**config.mk**
```make
export PLATFORM = sky130hd
export DESIGN_NAME = eprom_host
export DESIGN_NICKNAME = d
export VERILOG_FILES = /design/src/inc/eprom_pkg.sv /design/src/hdl/eprom_host.sv
export SDC_FILE = /design/constraint.sdc
export NUM_CORES = 1
export LEC_CHECK = 0
export BUFFER_PORTS_ARGS = -buffer_cell sky130_fd_sc_hd__clkbuf_2
export CAP_MARGIN = 20
export CORE_UTILIZATION = 30
export CTS_CLUSTER_DIAMETER = 80
export DETAILED_ROUTE_END_ITERATION = 6
export HOLD_SLACK_MARGIN = 0.08
export PLACE_DENSITY = 0.44
export REMOVE_ABC_BUFFERS = 1
export SETUP_SLACK_MARGIN = 0.15
export SLEW_MARGIN = 10
export SYNTH_ARGS = -nofsm -noshare
export SYNTH_HDL_FRONTEND = slang
export SYNTH_SLANG_ARGS = --single-unit
```
**constraint.sdc**
```tcl
create_clock -name clk_i -period 5.1 [get_ports clk_i]
set_input_delay 0.765 -clock clk_i [delete_from_list [all_inputs] [get_ports clk_i]]
set_output_delay 0.765 -clock clk_i [all_outputs]
set_load 0.02 [all_outputs]
```
**src/inc/eprom_pkg.sv**
```systemverilog
// Package for the UV EPROM host controller: map, timing and carrier types.
package eprom_pkg;
    // ----------------------------------------
    // Register offsets (byte addresses)
    // ----------------------------------------
    localparam logic [7:0] OFS_CTRL   = 8'h00;
    localparam logic [7:0] OFS_ADDR   = 8'h04;
    localparam logic [7:0] OFS_WDATA  = 8'h08;
    localparam logic [7:0] OFS_RDATA  = 8'h0C;
    localparam logic [7:0] OFS_STATUS = 8'h10;
    localparam logic [7:0] OFS_FAIL   = 8'h14;
    // ----------------------------------------
    // Field positions of the control word
    // ----------------------------------------
    localparam int CTRL_OP_LSB  = 0;
    localparam int CTRL_WORD    = 4;
    localparam int CTRL_ID_SEL  = 5;
    localparam int CTRL_GO      = 8;
    // ----------------------------------------
    // Commands
    // ----------------------------------------
    localparam logic [3:0] OP_READ    = 4'h1;
    localparam logic [3:0] OP_PROGRAM = 4'h2;
    localparam logic [3:0] OP_IDENT   = 4'h3;
    localparam logic [3:0] OP_VERIFY  = 4'h4;
    // ----------------------------------------
    // Timing
    // ----------------------------------------
    localparam int CLK_MHZ      = 125;
    localparam int PULSE_US     = 100;
    localparam int PULSE_CYC    = PULSE_US * CLK_MHZ;
    localparam int ACCESS_NS    = 100;
    localparam int ACCESS_CYC   = (ACCESS_NS * CLK_MHZ + 999) / 1000;
    localparam int SETTLE_CYC   = 2;
    localparam int MAX_PULSES   = 100;
    localparam logic [15:0] ERASED_WORD = 16'hFFFF;
    // ----------------------------------------
    // Carrier types
    // ----------------------------------------
    typedef struct packed {
        logic        strobe_n;
        logic        gate_n;
        logic        word_mode;
        logic        id_high_voltage;
        logic        prog_supply_high;
        logic        core_supply_high;
        logic        verify_supply;
    } pin_ctrl_t;
    typedef enum logic [6:0] {
        ST_IDLE   = 7'b0000001,
        ST_SETUP  = 7'b0000010,
        ST_PULSE  = 7'b0000100,
        ST_GAP    = 7'b0001000,
        ST_SAMPLE = 7'b0010000,
        ST_CHECK  = 7'b0100000,
        ST_DONE   = 7'b1000000
    } state_t;
endpackage

```
**src/hdl/eprom_host.sv**
```systemverilog
// Host controller that drives a UV EPROM through its pins from Wishbone registers.
//
// The address map and the Wishbone register port were decided locally.
`timescale 1ns/1ps
module eprom_host #(
    parameter int PULSE_CYCLES = eprom_pkg::PULSE_CYC,
    parameter int MAX_PULSE    = eprom_pkg::MAX_PULSES
) (
    // Clock and reset
    input  wire logic        clk_i,
    input  wire logic        rst_i,
    // Wishbone slave
    input  wire logic        wb_cyc_i,
    input  wire logic        wb_stb_i,
    input  wire logic        wb_we_i,
    input  wire logic [7:0]  wb_adr_i,
    input  wire logic [3:0]  wb_sel_i,
    input  wire logic [31:0] wb_dat_i,
    output logic [31:0]      wb_dat_o,
    output logic             wb_ack_o,
    // Device pins
    output logic [17:0]      word_address_lines_o,
    output logic             byte_low_address_o,
    output logic             chip_select_program_strobe_n_o,
    output logic             output_gate_n_o,
    output logic             word_mode_o,
    output logic             identifier_high_voltage_line_o,
    output logic             prog_supply_high_o,
    output logic             core_supply_high_o,
    output logic             verify_supply_o,
    input  wire logic [15:0] data_lines_i,
    output logic [15:0]      data_lines_o,
    output logic             data_lines_oe_o
);
    // ----------------------------------------
    // Registers
    // ----------------------------------------
    eprom_pkg::state_t    state_reg, state_next;
    eprom_pkg::pin_ctrl_t pins_reg;
    logic [3:0]  op_reg;
    logic        word_reg;
    logic        id_sel_reg;
    logic [18:0] addr_reg;
    logic [15:0] wdata_reg;
    logic [15:0] rdata_reg;
    logic [18:0] fail_addr_reg;
    logic        fail_reg;
    logic        parity_ok_reg;
    logic [31:0] cnt_reg;
    logic [7:0]  pulses_reg;
    logic [15:0] s1_reg, s2_reg, s3_reg, din_reg;
    logic        ack_reg;

    // ----------------------------------------
    // Bus decode
    // ----------------------------------------
    wire bus_req  = wb_cyc_i && wb_stb_i && !ack_reg;
    wire bus_wr   = bus_req && wb_we_i && wb_sel_i[0];
    wire busy     = (state_reg != eprom_pkg::ST_IDLE);
    // Writes while busy are acknowledged but dropped, so a running command keeps its operands.
    wire wr_ctrl  = bus_wr && !busy && wb_adr_i == eprom_pkg::OFS_CTRL;
    wire wr_addr  = bus_wr && !busy && wb_adr_i == eprom_pkg::OFS_ADDR;
    wire wr_wdata = bus_wr && !busy && wb_adr_i == eprom_pkg::OFS_WDATA;
    wire go       = wr_ctrl && wb_dat_i[eprom_pkg::CTRL_GO];
    wire [3:0] go_op = wb_dat_i[eprom_pkg::CTRL_OP_LSB +: 4];
    wire [31:0] status_word = {28'h0, parity_ok_reg, fail_reg, state_reg == eprom_pkg::ST_DONE,
                               busy};
    assign wb_ack_o = ack_reg;

    // Odd parity over an identifier byte, with the top bit as parity bit.
    function automatic logic odd_parity(input logic [7:0] b);
        return ^b;
    endfunction

    // Word mode compares all sixteen bits; byte mode only the low byte.
    function automatic logic word_matches(input logic [15:0] got, input logic [15:0] want,
                                          input logic wmode);
        return wmode ? (got == want) : (got[7:0] == want[7:0]);
    endfunction

    // ----------------------------------------
    // Input synchroniser: a change counts once stages two and three agree
    // ----------------------------------------
    wire        sync_agree = (s2_reg == s3_reg);
    wire        is_prog    = (op_reg == eprom_pkg::OP_PROGRAM);
    wire        data_ok    = word_matches(din_reg, wdata_reg, word_reg);
    wire        pulse_end  = (cnt_reg == 32'(PULSE_CYCLES - 1));
    // The read wait spans the access time and the synchroniser, so the word has settled.
    wire        read_end   = (cnt_reg == 32'(eprom_pkg::ACCESS_CYC
                                             + eprom_pkg::SETTLE_CYC));

    always_comb begin
        state_next = state_reg;
        unique case (state_reg)
            eprom_pkg::ST_IDLE:   if (go) state_next = eprom_pkg::ST_SETUP;
            eprom_pkg::ST_SETUP:  state_next = is_prog ? eprom_pkg::ST_PULSE
                                                       : eprom_pkg::ST_SAMPLE;
            eprom_pkg::ST_PULSE:  if (pulse_end) state_next = eprom_pkg::ST_GAP;
            eprom_pkg::ST_GAP:    state_next = eprom_pkg::ST_SAMPLE;
            eprom_pkg::ST_SAMPLE: if (read_end) state_next = eprom_pkg::ST_CHECK;
            eprom_pkg::ST_CHECK:  begin
                if (!is_prog || data_ok || pulses_reg >= 8'(MAX_PULSE))
                    state_next = eprom_pkg::ST_DONE;
                else
                    state_next = eprom_pkg::ST_PULSE;
            end
            eprom_pkg::ST_DONE:   state_next = eprom_pkg::ST_IDLE;
        endcase
    end

    always_ff @(posedge clk_i) begin
        // Only the second stage reads the first; the sampled word comes from the third.
        s1_reg <= data_lines_i;
        s2_reg <= s1_reg;
        s3_reg <= s2_reg;
        if (sync_agree)
            din_reg <= s3_reg;
    end

    // ----------------------------------------
    // Bus slave
    // ----------------------------------------
    always_ff @(posedge clk_i) begin
        if (rst_i) begin
            ack_reg  <= 1'b0;
            wb_dat_o <= 32'h0;
        end else begin
            // Read data rides with the acknowledge, one cycle after the request is taken.
            ack_reg <= bus_req;
            unique case (wb_adr_i)
                eprom_pkg::OFS_CTRL:   wb_dat_o <= {26'h0, id_sel_reg, word_reg, op_reg};
                eprom_pkg::OFS_ADDR:   wb_dat_o <= {13'h0, addr_reg};
                eprom_pkg::OFS_WDATA:  wb_dat_o <= {16'h0, wdata_reg};
                eprom_pkg::OFS_RDATA:  wb_dat_o <= {16'h0, rdata_reg};
                eprom_pkg::OFS_STATUS: wb_dat_o <= status_word;
                eprom_pkg::OFS_FAIL:   wb_dat_o <= {13'h0, fail_addr_reg};
                default:               wb_dat_o <= 32'h0;
            endcase
        end
    end

    // ----------------------------------------
    // Sequencer
    // ----------------------------------------
    always_ff @(posedge clk_i) begin
        if (rst_i) begin
            state_reg     <= eprom_pkg::ST_IDLE;
            op_reg        <= eprom_pkg::OP_READ;
            word_reg      <= 1'b1;
            id_sel_reg    <= 1'b0;
            addr_reg      <= 19'h0;
            wdata_reg     <= eprom_pkg::ERASED_WORD;
            rdata_reg     <= 16'h0;
            fail_reg      <= 1'b0;
            fail_addr_reg <= 19'h0;
            parity_ok_reg <= 1'b0;
            cnt_reg       <= 32'h0;
            pulses_reg    <= 8'h0;
        end else begin
            state_reg <= state_next;
            if (wr_addr)
                addr_reg <= wb_dat_i[18:0];
            if (wr_wdata)
                wdata_reg <= wb_dat_i[15:0];
            if (go) begin
                op_reg     <= go_op;
                word_reg   <= wb_dat_i[eprom_pkg::CTRL_WORD];
                id_sel_reg <= wb_dat_i[eprom_pkg::CTRL_ID_SEL];
                fail_reg   <= 1'b0;
                pulses_reg <= 8'h0;
            end
            // Restarting on each state change makes every wait count from its entry.
            cnt_reg <= (state_next != state_reg) ? 32'h0 : cnt_reg + 32'h1;
            if (state_reg == eprom_pkg::ST_GAP)
                pulses_reg <= pulses_reg + 8'h1;
            if (state_reg == eprom_pkg::ST_CHECK) begin
                rdata_reg     <= word_reg ? din_reg : {8'h0, din_reg[7:0]};
                parity_ok_reg <= odd_parity(din_reg[7:0]);
                if (is_prog && !data_ok && pulses_reg >= 8'(MAX_PULSE)) begin
                    fail_reg      <= 1'b1;
                    fail_addr_reg <= addr_reg;
                end
            end
        end
    end

    // ----------------------------------------
    // Pin levels per state and command
    // ----------------------------------------
    wire in_pulse  = (state_reg == eprom_pkg::ST_PULSE);
    wire sampling  = (state_reg == eprom_pkg::ST_SAMPLE) || (state_reg == eprom_pkg::ST_CHECK);
    wire is_ident  = (op_reg == eprom_pkg::OP_IDENT);
    wire prog_run  = is_prog && busy && state_reg != eprom_pkg::ST_DONE;
    wire verify_op = (op_reg == eprom_pkg::OP_VERIFY);

    // Strobe, gate, mode and supply pins come from flip-flops so that no decode glitch reaches the programming strobe.
    always_ff @(posedge clk_i) begin
        if (rst_i) begin
            pins_reg <= '{strobe_n: 1'b1, gate_n: 1'b1, word_mode: 1'b1,
                          id_high_voltage: 1'b0, prog_supply_high: 1'b0,
                          core_supply_high: 1'b0, verify_supply: 1'b0};
        end else begin
            // Programming pulses: strobe low, gate high, elevated supplies.
            // Program verify between pulses: strobe high, gate low.
            // Plain read and identifier: strobe and gate low together.
            pins_reg.strobe_n         <= !(in_pulse || (sampling && !is_prog));
            pins_reg.gate_n           <= !sampling;
            pins_reg.word_mode        <= word_reg;
            pins_reg.id_high_voltage  <= is_ident && busy;
            pins_reg.prog_supply_high <= prog_run;
            pins_reg.core_supply_high <= prog_run;
            pins_reg.verify_supply    <= verify_op && busy;
        end
    end

    // Identifier readout holds every address line low but word address line 0, which picks the code.
    assign word_address_lines_o = is_ident ? {17'h0, id_sel_reg} : addr_reg[18:1];
    assign byte_low_address_o   = is_ident ? 1'b0 : addr_reg[0];
    assign chip_select_program_strobe_n_o = pins_reg.strobe_n;
    assign output_gate_n_o                = pins_reg.gate_n;
    assign word_mode_o                    = pins_reg.word_mode;
    assign identifier_high_voltage_line_o = pins_reg.id_high_voltage;
    assign prog_supply_high_o             = pins_reg.prog_supply_high;
    assign core_supply_high_o             = pins_reg.core_supply_high;
    assign verify_supply_o                = pins_reg.verify_supply;
    // Data is driven only while the gate is high, so the host never fights the device.
    assign data_lines_o    = wdata_reg;
    assign data_lines_oe_o = is_prog && busy && pins_reg.gate_n;
endmodule

```
* Yosys cells after proc, flatten, opt, wreduce, memory -nomap -nowiden
Index checks and enable logic that the tools add are counted.
Word-level totals: register bits after elaboration 228, input port bits 65, output and inout bits 76, word-level logic and storage cells 98
Cells by class: add/sub/neg operators 2, magnitude comparators 1, equality and inequality tests 23, multiplexer cells 16, reduce and logical (&&, ||, !) cells 32
Operator list (count):
- one-hot mux 19 bit (6 select lines) | 1
- one-hot mux 7 bit (7 select lines) | 1
- adder 32 x 1 -> 32 bit, second input constant | 1
- == test 16 bit | 2
- == test 32 x 14 -> 1 bit, second input constant | 1
- == test 32 x 4 -> 1 bit, second input constant | 1
- two-way mux 7 bit | 4
- two-way mux 18 bit | 1
- logical AND 1 bit | 17
- == test 8 x 4 -> 1 bit, second input constant | 2
- == test 8 x 5 -> 1 bit, second input constant | 2
- two-way mux 16 bit | 1
- two-way mux 8 bit | 2
- adder 8 x 1 -> 8 bit, second input constant | 1
- == test 4 x 2 -> 1 bit, second input constant | 2
- == test 8 x 3 -> 1 bit, second input constant | 1
- == test 8 bit | 1
- >= comparator 8 x 7 -> 1 bit, second input constant | 1
- zero test 8 bit | 1
- XOR reduction 8 bit | 1
- == test 7 x 1 -> 1 bit, second input constant | 1
- == test 7 x 2 -> 1 bit, second input constant | 1
- == test 7 x 3 -> 1 bit, second input constant | 1
- == test 7 x 4 -> 1 bit, second input constant | 1
- other kinds (14) | 26

* Depth between registers and ports, before layout
depth in word-level cells 11, mapped depth 10, depth with buffers taken out 7

* Least setup slack after synthesis
OpenSTA, ideal clock, no wires.
kind flip-flop to flip-flop, from register s3_reg[10], to register din_reg[0], enable pin, setup time 0.430 ns, arrival time 2.226 ns, required time 4.670 ns, slack 2.444 ns, stages on the path, launching flop included 4, buffers on the path 0, period minus slack after synthesis 2.656 ns, path through dfxtp_1 xnor2_1 nand4_1 nor4_1
Between the ends: cells in the longest elaborated chain, start to end 1
RTL lines:
- start, declared | line eprom_host.sv:51 | logic [15:0] s1_reg, s2_reg, s3_reg, din_reg;
- start signal, assigned | line eprom_host.sv:115 | s3_reg <= s2_reg;
- == test 16 bit | line eprom_host.sv:84 | wire sync_agree = (s2_reg == s3_reg);
- end signal, assigned | line eprom_host.sv:117 | din_reg <= s3_reg;
- end, declared | line eprom_host.sv:51
No other way between the ends. A chain may end at the register's enable or synchronous reset.

* Worst setup path after layout
from register op_reg[2], to output port word_address_lines_o[0]
Between the ends: cells in the longest elaborated chain, start to end 2
RTL lines:
- start, declared | line eprom_host.sv:40 | logic [3:0] op_reg;
- start signal, assigned | line eprom_host.sv:148 | op_reg <= eprom_pkg::OP_READ;
- start signal, assigned | line eprom_host.sv:166 | op_reg <= go_op;
- == test 4 x 2 -> 1 bit | line eprom_host.sv:192 | wire is_ident = (op_reg == eprom_pkg::OP_IDENT);
- two-way mux 18 bit | line eprom_host.sv:217 | assign word_address_lines_o = is_ident ? {17'h0, id_sel_reg} : addr_reg[18:1];
- end, declared | line eprom_host.sv:22 | output logic [17:0] word_address_lines_o,
No other way between the ends.

==> metrics.cfg <==
[setup_path]
required_ps = 4340
cp_top_family = simple AND/OR/NAND/NOR gates
critPathArrivalTime_ps = 2710
crit_chain = nand2b_1, nor3b_2, buf_4, mux2_2, clkbuf_2
cp_num_buf_inv = 2
cpPeakStageDelay_ps = 790
critPathKind = flop to primary output
cp_slowest_cell = nor3b_2
worst_r2r_startpoint = state_reg[5]
critPathMaxFanout = 12
critical_path.endpoint_type = primary output
cp-startpoint = op_reg[2]
start_kind = flop

[logic_synthesis]
yosysSeqAreaShare_pct = 52.2
yosys-top-cells-area = dfxtp_1, xnor2_1, edfxtp_1
synth.yosys.warnings = 0
ys.flop_type = dfxtp_1
synth_top_area_share_pct = 46.6
syn_area_per_cell_um2 = 9.37
synthCells = 912
yosysUniqueCellTypes = 56
synthArstFlopShare_pct = 0
ys_seq_elements = 215
synth_top_area_cell = dfxtp_1
syn_area_um2 = 8550
synth-edff-count = 16

[place]
gp_congestion = 0.779
dp_hpwl_mm = 15.3
port_buffers = 111
placed_area_um2 = 9400
placed_cells_incl_taps = 1363

[sta]
clock-skew-final_ps = 23.1
tns_ps = 0
slew_viol_final = 0
worstMarginPinSlew_ps = 973
timing.hold.ws_ps = 320
period_share_pct = 68.1
rsz0062_at_grt = false
hold_violations = 0
finalCriticalPeriod_ps = 3470
relSlewSlack_pct = 35.0
setup_violations = 0
fmax_ghz = 0.288

[layout]
multi_input_area_um2 = 3780
seq_area_um2 = 4460
drive_above_1_share_pct = 17.7
finish.instance_area_um2 = 10300
nets = 1081
stdcell_count = 1410
fillers = 2927
final_common_cell = dfxtp_1
antennaDiodeCount = 0
final_cell_mix = dfxtp_1, nor2_1, clkbuf_2
synthToLayoutAreaGrowth_pct = 20.6
fin_util_pct = 36.9
largest_reg_flops = 32

[global_routing]
track_usage_pct = 15.6
grt_pass1_wl_mm = 35.5
antenna_found_initial = 0
grt_max_degree = 50
grt.overflow.total = 0
grt_pass1_vias = 6307

[routing]
drt-total-wl_mm = 22.4
drt_iter0_markers = 416
viasPerCell = 4.60
num_vias = 6482
postRouteAntennaNets = 0
wl_per_cell_um = 15.9
first_pass_iters = 5
drc_errors = 0

[power_and_ir_drop]
pwr-share-comb_pct = 2.8
p_per_area_nw_per_um2 = 365
p_int_mw = 2.96
switching_share_pct = 21.4
vdd_drop_max_uv = 211
pwr-share-clk_pct = 51.1
p_leak_nw = 3.86
p_switching_mw = 0.803
p_seq_share_pct = 46.2

[floorplan]
die-area_um2 = 29200
fp.dieH_um = 171
num_rows = 61
core-area_um2 = 27900
initial_utilization_pct = 30.6
die_w_um = 171
pin_count = 141

[clock_tree]
cts.path.max_buffers = 3
cts_resized = 0
path_clk_slew_ps = 60
insertion_delay_ps = 530
tritoncts = done
cts_root_buf = clkbuf_16
cts_buffers = 26
cts.sinks = 215
cts_hold_buf = 0
post-cts-setup-buffer-count = 0
htreeDepth = 1

[hold_path]
hp-class = flop to flop
hold_path_startpoint = s1_reg[8]

[flow_run]
drv_cap = 0

[run_status]
status = finished clean

[cell usage after synthesis (4+ instances only)]
master    number
a21oi_1       52
a22oi_1       14
and3_1        11
and4_1         5
buf_2          9
buf_4         17
clkbuf_1      32
dfxtp_1      199
edfxtp_1      16
inv_1          9
mux2i_1       33
nand2_1      108
nand3_1       30
nand4_1       21
nor2_1       115
nor2b_1       40
nor3_1        17
nor4_1         8
o21ai_0       18
o21ai_1       15
or3_1          6
or4_1          4
xnor2_1       55
xor2_1        21
[logic make-up after synthesis]
logic type               synth area share (%)
flip-flops                               52.2
other                                  0.0439
multiplexers                             5.05
XOR/XNOR                                 7.79
buffers and inverters                    4.30
AND/OR/NAND/NOR                          22.0
AO/OA/AOI/OAI                            8.18
adder cells (fa/ha/maj)                 0.439
[power by group through the flow]
stage	Combinational, mW	Sequential [mW]	Clock (mW)
after floorplan	0.0471	1.77	0
after detailed placement	0.106	1.77	0
after global placement	0.107	1.77	0
after global routing	0.115	1.74	2.04
after CTS	0.106	1.74	1.98
final	0.104	1.74	1.92
[metrics by stage]
| stage | power, mW | setup WS (ps) |
|---|---|---|
| 2_1_floorplan | 1.82 | 193 |
| 6_report | 3.76 | 1630 |
| 5_1_grt | 3.90 | 1460 |
| 3_5_place_dp | 1.88 | 1670 |
| 3_3_place_gp | 1.88 | 1720 |
| 4_1_cts | 3.82 | 1560 |
[final cells by class]
| class | count | share of cell area (%) |
|---|---|---|
| Clock inverter | 10 | 1.36 |
| Timing Repair Buffer | 124 | 6.34 |
| Sequential cell | 215 | 43.3 |
| Inverter | 9 | 0.328 |
| Tap cell | 378 | 4.59 |
| Multi-Input combinational cell | 637 | 36.6 |
| Clock buffer | 37 | 7.41 |
[final timing paths]
| check | to | slack [ps] | cells past startpoint |
|---|---|---|---|
| hold / removal | s2_reg[8] | 320 | 0 |
| hold reg to reg | s2_reg[8] | 320 | 0 |
| setup reg to reg | cnt_reg[31] | 1840 | 6 |
| setup / recovery | word_address_lines_o[0] | 1630 | 5 |
[layer usage]
| layer | routed length, um | share of wire, % | track usage [%] | vias up |
|---|---|---|---|---|
| li1 | - | - | - | 3295 |
| met1 | 10700 | 48 | 21.5 | 3000 |
| met2 | 10000 | 45 | 24.7 | 159 |
| met3 | 1230 | 5.5 | 3.10 | 28 |
| met4 | 470 | 2.1 | 4.07 | 0 |
| met5 | 0 | 0 | 0 | - |
No activity file was read; power rests on OpenSTA's default activity.
